--- config.mk ---
export PLATFORM = sky130hd
export DESIGN_NAME = uart_rx_overrun_idle_status
export DESIGN_NICKNAME = d
export VERILOG_FILES = /design/src/rtl/rx_status_pkg.sv /design/src/rtl/rx_front_end.sv /design/src/rtl/uart_rx_overrun_idle_status.sv
export SDC_FILE = /design/constraint.sdc
export NUM_CORES = 1
export LEC_CHECK = 0
export BUFFER_PORTS_ARGS = -buffer_cell sky130_fd_sc_hd__buf_2
export CORE_ASPECT_RATIO = 1.4
export CORE_UTILIZATION = 40
export CTS_BUF_LIST = sky130_fd_sc_hd__clkbuf_2
export DETAILED_ROUTE_END_ITERATION = 8
export PLACE_DENSITY = 0.58
export SKIP_LAST_GASP = 1
export SLEW_MARGIN = 0
export SYNTH_ARGS = -nofsm -noshare
export SYNTH_HDL_FRONTEND = slang
export SYNTH_SLANG_ARGS = --single-unit
export TNS_END_PERCENT = 10
--- constraint.sdc ---
create_clock -name clk -period 1.6 [get_ports clk]
set_input_delay 0.08 -clock clk [delete_from_list [all_inputs] [get_ports clk]]
set_output_delay 0.08 -clock clk [all_outputs]
set_load 0.005 [all_outputs]
--- src/rtl/rx_status_pkg.sv ---
// Package: register map, field layout and constants of the serial receiver
package rx_status_pkg;

	localparam int unsigned ADDR_W = 3;
	localparam int unsigned REG_W  = 8;

	localparam logic [ADDR_W-1:0] ADDR_CTRL     = 3'h0;
	localparam logic [ADDR_W-1:0] ADDR_STATUS   = 3'h1;
	localparam logic [ADDR_W-1:0] ADDR_DATA     = 3'h2;
	localparam logic [ADDR_W-1:0] ADDR_BAUD     = 3'h3;
	localparam logic [ADDR_W-1:0] ADDR_INT_STAT = 3'h4;
	localparam logic [ADDR_W-1:0] ADDR_INT_MASK = 3'h5;

	localparam int unsigned ST_OVERRUN_BIT  = 0;
	localparam int unsigned ST_FRAME_BIT    = 1;
	localparam int unsigned ST_COMPLETE_BIT = 2;
	localparam int unsigned ST_IDLE_BIT     = 3;
	localparam int unsigned INT_W           = 4;

	localparam int unsigned CLK_HZ       = 20_000_000;
	localparam logic [7:0]  BAUD_RESET   = 8'h81;
	localparam logic [3:0]  FIRST_TICK   = 4'h0;
	localparam logic [3:0]  MID_TICK     = 4'h7;
	localparam logic [3:0]  LAST_TICK    = 4'hF;
	localparam logic [4:0]  BIT_TICKS    = 5'h10;
	localparam logic [1:0]  CTRL_RESET   = 2'h0;
	localparam logic [3:0]  INT_RESET    = 4'h0;

	typedef enum {RX_IDLE, RX_START, RX_DATA, RX_STOP} rx_state_t;

	// Bit 1 continuous receive enable, bit 0 serial port enable
	typedef struct packed {
		logic continuousReceiveEnable;
		logic serialPortEnable;
	} rx_ctrl_t;

	// Bits 3..0 of interrupt status and mask
	typedef struct packed {
		logic invalidStart;
		logic frameError;
		logic overrun;
		logic received;
	} rx_events_t;

endpackage : rx_status_pkg

--- src/rtl/rx_front_end.sv ---
// RX pin synchroniser and restartable sixteen-times oversampling tick
`timescale 1ns/1ps
module rx_front_end
	import rx_status_pkg::*;
#(
	parameter int unsigned DIV_W = 8
) (
	input  wire logic             clk,
	input  wire logic             rst,
	input  wire logic             rxPin,
	input  wire logic [DIV_W-1:0] divisor,
	input  wire logic             restart,
	output logic                  rxLevel,
	output logic                  tick
);

	if (DIV_W < 2 || DIV_W > 16) begin : g_bad_div
		$error("rx_front_end: DIV_W out of range");
	end

	logic             syncFirst_q;
	logic             syncSecond_q;
	logic [DIV_W-1:0] divCnt_q;
	logic [DIV_W-1:0] divCnt_d;
	logic             tickHit;

	// Idle line is high, so the synchroniser resets to one
	always_ff @(posedge clk) begin
		if (rst) begin
			syncFirst_q  <= 1'b1;
			syncSecond_q <= 1'b1;
		end else begin
			syncFirst_q  <= rxPin;
			syncSecond_q <= syncFirst_q;
		end
	end

	// Restart realigns the tick to a start edge so the first check lands
	// exactly one sixteenth of a bit after it
	assign tickHit  = (divCnt_q == divisor);
	assign divCnt_d = (restart || tickHit) ? '0 : divCnt_q + 1'b1;

	always_ff @(posedge clk) begin
		if (rst) begin
			divCnt_q <= '0;
		end else begin
			divCnt_q <= divCnt_d;
		end
	end

	assign rxLevel = syncSecond_q;
	assign tick    = tickHit && !restart;

endmodule : rx_front_end

--- src/rtl/uart_rx_overrun_idle_status.sv ---
// Serial receiver with overrun recovery and receive-idle status behaviour
`timescale 1ns/1ps
module uart_rx_overrun_idle_status
	import rx_status_pkg::*;
#(
	parameter int unsigned DATA_BITS = 8
) (
	input  wire logic              clk,
	input  wire logic              rst,
	input  wire logic              rxPin,
	input  wire logic [ADDR_W-1:0] regAddr,
	input  wire logic [REG_W-1:0]  regWdata,
	input  wire logic              regWr,
	input  wire logic              regRd,
	output logic      [REG_W-1:0]  regRdata,
	output logic                   irq
);

	if (DATA_BITS < 5 || DATA_BITS > REG_W) begin : g_bad_width
		$error("uart_rx_overrun_idle_status: DATA_BITS out of range");
	end

	localparam int unsigned BIT_W = $clog2(DATA_BITS);
	localparam logic [BIT_W-1:0] LAST_BIT = BIT_W'(DATA_BITS - 1);

	function automatic logic atTick(input logic t, input logic [3:0] cnt,
		input logic [3:0] pos);
		atTick = t && (cnt == pos);
	endfunction : atTick

	// Register file
	rx_ctrl_t             ctrl_q;
	logic [7:0]           baud_q;
	rx_events_t           intStat_q;
	rx_events_t           intStat_d;
	rx_events_t           intMask_q;
	logic [REG_W-1:0]     rdata_q;
	logic [REG_W-1:0]     rdSel;
	logic [REG_W-1:0]     statusWord;

	// Receiver
	rx_state_t            state_q;
	rx_state_t            state_d;
	logic [3:0]           tickCnt_q;
	logic [3:0]           tickCnt_d;
	logic [BIT_W-1:0]     bitCnt_q;
	logic [BIT_W-1:0]     bitCnt_d;
	logic [DATA_BITS-1:0] shift_q;
	logic [DATA_BITS-1:0] shift_d;
	logic [DATA_BITS-1:0] hold_q;
	logic                 holdFrame_q;
	logic                 receiveCompleteFlag_q;
	logic                 receiveCompleteFlag_d;
	logic                 overrunErrorFlag_q;
	logic                 overrunErrorFlag_d;
	logic                 rxPrev_q;

	// Idle status tracking
	logic                 receiveIdleStatus_q;
	logic                 receiveIdleStatus_d;
	logic                 glitchSeen_q;
	logic                 glitchSeen_d;
	logic [4:0]           edgeTicks_q;
	logic [4:0]           edgeTicks_d;
	logic                 delayed_q;
	logic                 delayed_d;
	logic [3:0]           delayCnt_q;
	logic [3:0]           delayCnt_d;
	logic                 stuck_q;
	logic                 stuck_d;

	logic                 rxLevel;
	logic                 tick;

	// Decode
	wire wrCtrl    = regWr && (regAddr == ADDR_CTRL);
	wire wrBaud    = regWr && (regAddr == ADDR_BAUD);
	wire wrIntStat = regWr && (regAddr == ADDR_INT_STAT);
	wire wrIntMask = regWr && (regAddr == ADDR_INT_MASK);
	wire rdData    = regRd && (regAddr == ADDR_DATA);

	wire rxEnable  = ctrl_q.serialPortEnable
		&& ctrl_q.continuousReceiveEnable;
	wire rxReset   = !rxEnable;
	wire rxFall    = rxPrev_q && !rxLevel;

	// A receiver stopped by overrun takes no new start edge
	wire startEdge = (state_q == RX_IDLE) && rxFall && rxEnable
		&& !overrunErrorFlag_q;
	wire secondEdge = startEdge && glitchSeen_q && !delayed_q
		&& (edgeTicks_q < BIT_TICKS);
	// Events are dropped in the cycle the receiver is switched off
	wire inStart   = (state_q == RX_START) && rxEnable;
	// Line back high at the first sixteenth, or at mid bit, is no start
	wire startBad  = inStart && rxLevel
		&& (atTick(tick, tickCnt_q, FIRST_TICK)
		|| atTick(tick, tickCnt_q, MID_TICK));
	wire startGood = inStart && atTick(tick, tickCnt_q, LAST_TICK);
	wire charDone  = (state_q == RX_STOP) && rxEnable
		&& atTick(tick, tickCnt_q, MID_TICK);
	wire stopBad   = charDone && !rxLevel;
	wire storeChar = charDone && !receiveCompleteFlag_q;
	wire overrunEv = charDone && receiveCompleteFlag_q;
	wire delayDone = delayed_q && atTick(tick, delayCnt_q, LAST_TICK);

	rx_front_end #(
		.DIV_W   (8)
	) u_front (
		.clk     (clk),
		.rst     (rst),
		.rxPin   (rxPin),
		.divisor (baud_q),
		.restart (startEdge),
		.rxLevel (rxLevel),
		.tick    (tick)
	);

	// Character framing, LSB first, stop checked at mid bit
	always_comb begin
		state_d   = state_q;
		tickCnt_d = tick ? tickCnt_q + 4'h1 : tickCnt_q;
		bitCnt_d  = bitCnt_q;
		shift_d   = shift_q;
		case (state_q)
			RX_IDLE: begin
				tickCnt_d = FIRST_TICK;
				if (startEdge) begin
					state_d = RX_START;
				end
			end
			RX_START: begin
				if (startBad) begin
					state_d = RX_IDLE;
				end else if (startGood) begin
					state_d  = RX_DATA;
					bitCnt_d = '0;
				end
			end
			RX_DATA: begin
				if (atTick(tick, tickCnt_q, MID_TICK)) begin
					shift_d = {rxLevel, shift_q[DATA_BITS-1:1]};
				end
				if (atTick(tick, tickCnt_q, LAST_TICK)) begin
					if (bitCnt_q == LAST_BIT) begin
						state_d = RX_STOP;
					end else begin
						bitCnt_d = bitCnt_q + 1'b1;
					end
				end
			end
			RX_STOP: begin
				if (charDone) begin
					state_d = RX_IDLE;
				end
			end
			default: begin
				state_d = RX_IDLE;
			end
		endcase
		if (rxReset) begin
			state_d = RX_IDLE;
		end
	end

	// Idle status: a bad start followed closely by another fall holds the
	// idle drop back one bit; a second bad start then leaves idle low
	always_comb begin
		receiveIdleStatus_d = receiveIdleStatus_q;
		glitchSeen_d        = glitchSeen_q;
		edgeTicks_d         = edgeTicks_q;
		delayed_d           = delayed_q;
		delayCnt_d          = delayCnt_q;
		stuck_d             = stuck_q;
		if (tick && edgeTicks_q < BIT_TICKS) begin
			edgeTicks_d = edgeTicks_q + 5'h01;
		end
		if (tick && edgeTicks_q == BIT_TICKS - 5'h01) begin
			glitchSeen_d = 1'b0;
		end
		if (delayed_q && tick) begin
			delayCnt_d = delayCnt_q + 4'h1;
		end
		if (startEdge) begin
			edgeTicks_d = 5'h00;
			if (secondEdge) begin
				delayed_d    = 1'b1;
				delayCnt_d   = FIRST_TICK;
				glitchSeen_d = 1'b0;
			end else begin
				receiveIdleStatus_d = 1'b0;
			end
		end
		if (delayDone) begin
			delayed_d           = 1'b0;
			receiveIdleStatus_d = 1'b0;
		end
		if (startBad) begin
			if (delayed_q) begin
				stuck_d = 1'b1;
			end else begin
				glitchSeen_d = 1'b1;
				if (!stuck_q) begin
					receiveIdleStatus_d = 1'b1;
				end
			end
		end
		if (startGood) begin
			stuck_d      = 1'b0;
			glitchSeen_d = 1'b0;
		end
		if (charDone) begin
			receiveIdleStatus_d = 1'b1;
		end
		if (rxReset) begin
			receiveIdleStatus_d = 1'b1;
			glitchSeen_d        = 1'b0;
			delayed_d           = 1'b0;
			stuck_d             = 1'b0;
		end
	end

	// Only continuous receive going low clears overrun; port enable does not
	assign overrunErrorFlag_d = overrunEv ? 1'b1
		: (!ctrl_q.continuousReceiveEnable ? 1'b0
		: overrunErrorFlag_q);
	assign receiveCompleteFlag_d = storeChar ? 1'b1
		: (rdData ? 1'b0 : receiveCompleteFlag_q);

	// Set wins over a write-one clear in the same cycle
	assign intStat_d = rx_events_t'({startBad, stopBad, overrunEv, storeChar})
		| (intStat_q & ~(wrIntStat ? rx_events_t'(regWdata[INT_W-1:0])
		: rx_events_t'(INT_RESET)));

	always_comb begin
		statusWord                  = '0;
		statusWord[ST_OVERRUN_BIT]  = overrunErrorFlag_q;
		statusWord[ST_FRAME_BIT]    = holdFrame_q;
		statusWord[ST_COMPLETE_BIT] = receiveCompleteFlag_q;
		statusWord[ST_IDLE_BIT]     = receiveIdleStatus_q;
	end

	assign rdSel =
		(regAddr == ADDR_CTRL)     ? REG_W'(ctrl_q) :
		(regAddr == ADDR_STATUS)   ? statusWord :
		(regAddr == ADDR_DATA)     ? REG_W'(hold_q) :
		(regAddr == ADDR_BAUD)     ? baud_q :
		(regAddr == ADDR_INT_STAT) ? REG_W'(intStat_q) :
		(regAddr == ADDR_INT_MASK) ? REG_W'(intMask_q) : '0;

	always_ff @(posedge clk) begin
		if (rst) begin
			ctrl_q    <= rx_ctrl_t'(CTRL_RESET);
			baud_q    <= BAUD_RESET;
			intStat_q <= rx_events_t'(INT_RESET);
			intMask_q <= rx_events_t'(INT_RESET);
			rdata_q   <= '0;
		end else begin
			if (wrCtrl) begin
				ctrl_q <= rx_ctrl_t'(regWdata[1:0]);
			end
			if (wrBaud) begin
				baud_q <= regWdata;
			end
			if (wrIntMask) begin
				intMask_q <= rx_events_t'(regWdata[INT_W-1:0]);
			end
			intStat_q <= intStat_d;
			rdata_q   <= regRd ? rdSel : '0;
		end
	end

	always_ff @(posedge clk) begin
		if (rst) begin
			state_q   <= RX_IDLE;
			tickCnt_q <= FIRST_TICK;
			bitCnt_q  <= '0;
			shift_q   <= '0;
			rxPrev_q  <= 1'b1;
		end else begin
			state_q   <= state_d;
			tickCnt_q <= tickCnt_d;
			bitCnt_q  <= bitCnt_d;
			shift_q   <= shift_d;
			rxPrev_q  <= rxLevel;
		end
	end

	// The held character survives a receiver reset; only reading drains it
	always_ff @(posedge clk) begin
		if (rst) begin
			hold_q                <= '0;
			holdFrame_q           <= 1'b0;
			receiveCompleteFlag_q <= 1'b0;
			overrunErrorFlag_q    <= 1'b0;
		end else begin
			if (storeChar) begin
				hold_q      <= shift_q;
				holdFrame_q <= stopBad;
			end
			receiveCompleteFlag_q <= receiveCompleteFlag_d;
			overrunErrorFlag_q    <= overrunErrorFlag_d;
		end
	end

	always_ff @(posedge clk) begin
		if (rst) begin
			receiveIdleStatus_q <= 1'b1;
			glitchSeen_q        <= 1'b0;
			edgeTicks_q         <= BIT_TICKS;
			delayed_q           <= 1'b0;
			delayCnt_q          <= FIRST_TICK;
			stuck_q             <= 1'b0;
		end else begin
			receiveIdleStatus_q <= receiveIdleStatus_d;
			glitchSeen_q        <= glitchSeen_d;
			edgeTicks_q         <= edgeTicks_d;
			delayed_q           <= delayed_d;
			delayCnt_q          <= delayCnt_d;
			stuck_q             <= stuck_d;
		end
	end

	assign regRdata = rdata_q;
	assign irq      = |(intStat_q & intMask_q);

endmodule : uart_rx_overrun_idle_status

==> metrics.cfg, run 1 <==
[grt]
track_usage=0.206
grt_pass1_vias=3044
grt_start_max_net_pins=35
grt_overflow=0
grt_first_pass_wirelength_um=14500
antenna_found_initial=0

[cts]
cts_made_buffers=9
clk_latency_ns=0.55
root_buffer=clkbuf_2
htreeDepth=3
clk_pin_slew_worst_paths_ns=0.23
cts_tree=done
clockBufferDepth=2
clock_sinks=78

[timing]
slew_violations=0
finalSetupViolCount=46
rsz0062_at_grt=yes
final_hold_viol_count=0
min_period_over_period=1.10
setup_ws_ns=-0.167
fin_skew_ns=0.0275
relSlewSlack=0.738
tightestPinTransition_ns=0.391
fmax_mhz=566
fin_crit_ns=1.77

[setup_path]
worst_setup_path_end_kind=flop
worstPathRequired_ns=2.09
crit_arrival_ns=2.25
crit_chain=nand4b_1 -> nor4_4 -> nor3_4 -> buf_6 -> a221o_1 -> a21oi_2
slowest_stage=nor4_4
reg2reg_slack_ns=-0.17
crit_fanout=5
critical-path-max-stage-delay_ns=0.41
path_delay_family=simple AND/OR/NAND/NOR gates
critPathKind=flop to flop
critPathLaunchType=flop
crit_buf_inv=1

[min_path]
worstHoldPathType=input port to flop

[power_and_ir_drop]
p_per_area_nw_per_um2=723
leakagePower_uw=0.00193
peakVddDrop_v=0.000713

[job]
maxCapViolations=0

[floorplanning]
coreArea_um2=8710
num_io_pins=25
dieArea_um2=9500
die_y_um=115
chipWidth_um=82.7
start_util=0.419
rows=40

[synthesis]
synth_edf_count=0
synth_seq_area_share=0.428
ys.warnings.count=0
synthFlopType=dfxtp_1
async_reset_ff_frac=0
synth_cell_type_count=54
synth_fp_nets=418
syn_inst=394
synth-seq-cells=78
netlist_area_um2=3640
syn_avg_cell_area_um2=9.25

[cells_and_area]
drive_gt1_frac=0.313
fin_cells=610
mostFrequentLayoutCell=buf_4
mostFrequentLayoutCells=68 x buf_4, 62 x dfxtp_1, 46 x nand2_1
antenna_cells=0
final_nets=524
final_area_um2=4750
syn2layout_area_growth_pct=30.4

[status]
status=finished with violations
violations=negative setup slack

[detailed_routing]
wl_um=8890
dr.pass1.iters=5
avgViaCountPerCell=5.12
drt_iter0_markers=97
vias=3125
drc_errors=0
ant_nets=0
routedWlPerCell_um=14.6

[placed_design]
dpl_cell_area_um2=4340
place_congestion=0.853
numPortBuffers=24
placed_cells=572
hpwl_um=6690

## worst register-to-register path, delay by kind of cell (launching register included)
family          cells  cell delay [ns]
compound gates      2             0.44
buf+inv             1             0.14
flops               1             0.37
simple gates        3             0.75
## cell usage after synthesis, drive strengths merged (7+ instances only)
cell	number	area, um2
nand3	21	105
xnor2	12	165
a21oi	21	105
nand4	8	50.1
clkbuf	11	42.5
nand2b	7	43.8
nor2	46	173
nand2	47	184
mux2i	32	320
nor3	8	62.6
dfxtp	78	1560
ha	8	100
inv	8	30.0
xor2	8	70.1
and3	8	51.3
## final timing paths
kind                              startpoint                    endpoint  depth (start not counted)
max          overrunErrorFlag_q$_SDFFE_PP0P_     glitchSeen_q$_SDFF_PP0_                          6
min reg2reg   u_front.syncFirst_q$_SDFF_PP1_  u_front.rxLevel$_SDFF_PP1_                          1
max reg2reg  overrunErrorFlag_q$_SDFFE_PP0P_     glitchSeen_q$_SDFF_PP0_                          6
min                               regAddr[1]      regRdata[0]$_SDFF_PP0_                          4
## kinds of logic (layout without fill, tap and decap cells)
logic type | count (synthesis) | after routing | synth area share
mux | 35 | 35 | 0.100
xor+xnor | 20 | 20 | 0.0645
fa+ha+maj | 8 | 8 | 0.0275
buf+inv | 25 | 136 | 0.0312
simple gates | 177 | 177 | 0.257
compound gates | 51 | 51 | 0.0906
flops | 78 | 78 | 0.428
## layer usage
metal | GRT usage | vias up | wire length [um]
li1 | - | 1605 | -
met1 | 0.241 | 1471 | 3850
met2 | 0.356 | 34 | 4620
met3 | 0.0437 | 15 | 183
met4 | 0.0897 | 0 | 235
met5 | 0 | - | 0
## registers in the layout, summed over array words and instances (netlist names), 2 cells and up
name and flops:
baud_q 8, hold_q 8, regRdata 8, shift_q 8
u_front.divCnt_q 8, edgeTicks_q 5, delayCnt_q 4, intMask_q 4
intStat_q 4, tickCnt_q 4, bitCnt_q 3, ctrl_q 2
state_q 2
## layout make-up
cell class | instances | area (um2)
Clock buffer | 9 | 45.0
Clock inverter | 7 | 73.8
Fill cell | 836 | 3960
Inverter | 8 | 30.0
Multi-Input combinational cell | 291 | 2050
Sequential cell | 78 | 1580
Tap cell | 105 | 131
Timing Repair Buffer | 112 | 843
## power by group
part / switching [uW] / total (uW) / leakage, uW / internal, uW
sequential: 18.7 / 1990 / 0.000637 / 1970
combinational: 175 / 356 / 0.00122 / 181
clock: 726 / 1090 / 0.0000723 / 366
total: 919 / 3440 / 0.00193 / 2520
## through the flow
step	setup TNS, ns	setup slack (ns)	total power (uW)	utilization	hold slack (ns)
final	-3.64	-0.167	3440	0.546	0.0613
after global routing	-8.65	-0.255	3590	0.546	0.0449
after CTS	-3.34	-0.129	3460	0.537	0.0106
after detailed placement	-3.81	-0.208	2340	0.498	0.283
after global placement	-2.59	-0.141	2330	0.498	0.271
after floorplan	-0.827	-0.0895	2190	-	0.184
## what timing repair did
item,CTS,global route
hold endpoints to repair,32,0
buffers inserted,3,2
setup endpoints to repair,45,51
pin swaps,8,9
hold buffers,17,0
gates resized for setup,6,16
gates cloned,0,0
No activity file was read; power rests on OpenSTA's default activity.
==> run 2: changes to the inputs <==
- ABC_CLOCK_PERIOD_IN_PS: not set -> 1600
- RECOVER_POWER: not set -> 100
- SETUP_SLACK_MARGIN: not set -> 0.4
==> metrics.cfg, run 2 (synthesized netlist as in run 1, its figures left out) <==
[cells_and_area]
mostFrequentLayoutCell=dfxtp_1  ; was buf_4
fin_cells=611  ; was 610
final_nets=525  ; was 524
drive_gt1_frac=0.285  ; was 0.313
finalCoreUtilization=0.549  ; was 0.546
mostFrequentLayoutCells=68 x dfxtp_1, 61 x buf_4, 46 x nand2_1  ; was 68 x buf_4, 62 x dfxtp_1, 46 x nand2_1
antenna_cells=0  ; unchanged
syn2layout_area_growth_pct=31.3  ; was 30.4%

[power_and_ir_drop]
p_per_area_nw_per_um2=739  ; was 723 nW/um2
leakagePower_uw=0.00190  ; was 0.00193 uW
peakVddDrop_v=0.000595  ; was 0.000713 V

[timing]
min_period_over_period=1.10  ; about the same
relSlewSlack=0.582  ; was 0.738
tightestPinTransition_ns=0.627  ; was 0.391 ns
fin_skew_ns=0.0338  ; was 0.0275 ns
slew_violations=0  ; unchanged
fmax_mhz=566  ; about the same
fin_crit_ns=1.77  ; about the same
rsz0062_at_grt=yes  ; unchanged
final_hold_viol_count=0  ; unchanged
finalSetupViolCount=38  ; was 46
setup_ws_ns=-0.168  ; was -0.167 ns

[setup_path]
crit_fanout=5  ; unchanged
worst_setup_path_end_kind=flop  ; unchanged
critPathLaunchType=flop  ; unchanged
worstPathRequired_ns=2.08  ; was 2.09 ns
crit_arrival_ns=2.25  ; about the same
critPathKind=flop to flop  ; unchanged

[floorplanning]
rows=40  ; unchanged
chipWidth_um=82.7  ; unchanged
dieArea_um2=9500  ; unchanged
start_util=0.419  ; unchanged
die_y_um=115  ; unchanged
num_io_pins=25  ; unchanged
coreArea_um2=8710  ; unchanged

[detailed_routing]
drt_iter0_markers=84  ; was 97
routedWlPerCell_um=14.6  ; about the same
avgViaCountPerCell=5.14  ; was 5.12
vias=3142  ; was 3125
ant_nets=0  ; unchanged
dr.pass1.iters=4  ; was 5
wl_um=8900  ; was 8890 um
drc_errors=0  ; unchanged

[cts]
cts_tree=done  ; unchanged
root_buffer=clkbuf_2  ; unchanged
clk_pin_slew_worst_paths_ns=0.20  ; was 0.23 ns
cts_made_buffers=9  ; unchanged
clk_latency_ns=0.56  ; was 0.55 ns
htreeDepth=3  ; unchanged
clock_sinks=78  ; unchanged
clockBufferDepth=2  ; unchanged

[status]
violations=negative setup slack  ; unchanged
status=finished with violations  ; unchanged

[grt]
grt_first_pass_wirelength_um=14500  ; about the same
grt_start_max_net_pins=35  ; unchanged
antenna_found_initial=0  ; unchanged
track_usage=0.207  ; was 0.206
grt_pass1_vias=3078  ; was 3044
grt_overflow=0  ; unchanged

[placed_design]
placed_cells=570  ; was 572
place_congestion=0.921  ; was 0.853
hpwl_um=6550  ; was 6690 um
numPortBuffers=24  ; unchanged

[job]
maxCapViolations=0  ; unchanged

[min_path]
worstHoldPathType=input port to flop  ; unchanged

## run 2: cell count changes in the layout (fill, tap and decap cells not counted), moves of 2 or more
cell,previous run,this run
and2_0,0,2
and2_1,4,2
buf_2,24,19
buf_4,68,61
clkbuf_1,0,6
clkinv_2,2,0
clkinvlp_4,1,4
dfxtp_1,62,68
dfxtp_2,16,9
## run 2: timing repair
item	in CTS	in global routing
resized for setup	9	6
hold buffers	18	0
endpoints found under the hold margin	34	0
setup buffers	3	2
setup endpoints to repair	58	67
pin swaps	3	6
gates cloned	1	1
## run 2: worst paths after layout
path                           endpoint  cells past startpoint  slack (ns)                           start
max           tickCnt_q[3]$_SDFFE_PP0N_                      6       -0.17          baud_q[3]$_SDFFE_PP0P_
min              ctrl_q[1]$_SDFFE_PP0P_                      4        0.08                      regAddr[1]
max reg2reg   tickCnt_q[3]$_SDFFE_PP0N_                      6       -0.17          baud_q[3]$_SDFFE_PP0P_
min reg2reg  u_front.rxLevel$_SDFF_PP1_                      1        0.47  u_front.syncFirst_q$_SDFF_PP1_
## run 2: area by class of cell
type / instances / area [um2]
multi-input cells: 291 / 2030
clock buffers: 9 / 45.0
inverters: 8 / 30.0
repair buffers: 113 / 871
well taps: 105 / 131
fillers: 840 / 3920
flip-flops and latches: 78 / 1580
clock inverters: 7 / 98.8
## run 2: routing by layer
metal	track usage	wire, um	vias up
li1	-	-	1612
met1	0.241	3740	1460
met2	0.351	4620	50
met3	0.0317	272	20
met4	0.122	266	0
met5	0	0	-
## run 2: metrics by stage
| step | cell area, um2 | setup slack (ns) | hold slack [ns] | TNS [ns] | power (uW) |
|---|---|---|---|---|---|
| final | 4780 | -0.168 | 0.0831 | -3.21 | 3540 |
| after global routing | 4780 | -0.261 | 0.101 | -8.23 | 3680 |
| after CTS | 4720 | -0.164 | 0.0444 | -3.14 | 3590 |
| after detailed placement | 4340 | -0.200 | 0.271 | -4.11 | 2330 |
| after global placement | 4340 | -0.155 | 0.271 | -3.52 | 2330 |
| after floorplan | 3670 | -0.0823 | 0.184 | -0.770 | 2190 |
## run 2: report_power, final
| part | internal (uW) | switching, uW | leakage [uW] |
|---|---|---|---|
| sequential | 1970 | 20.0 | 0.000635 |
| combinational | 169 | 168 | 0.00120 |
| clock | 515 | 698 | 0.0000704 |
## run 2: worst max-delay path, stage by stage (launching register included)
cell	delay (ns)
dfxtp_1	0.43
xnor2_2	0.13
buf_4	0.13
and4_4	0.23
nand2_4	0.06
or4_1	0.50
a211oi_1	0.23
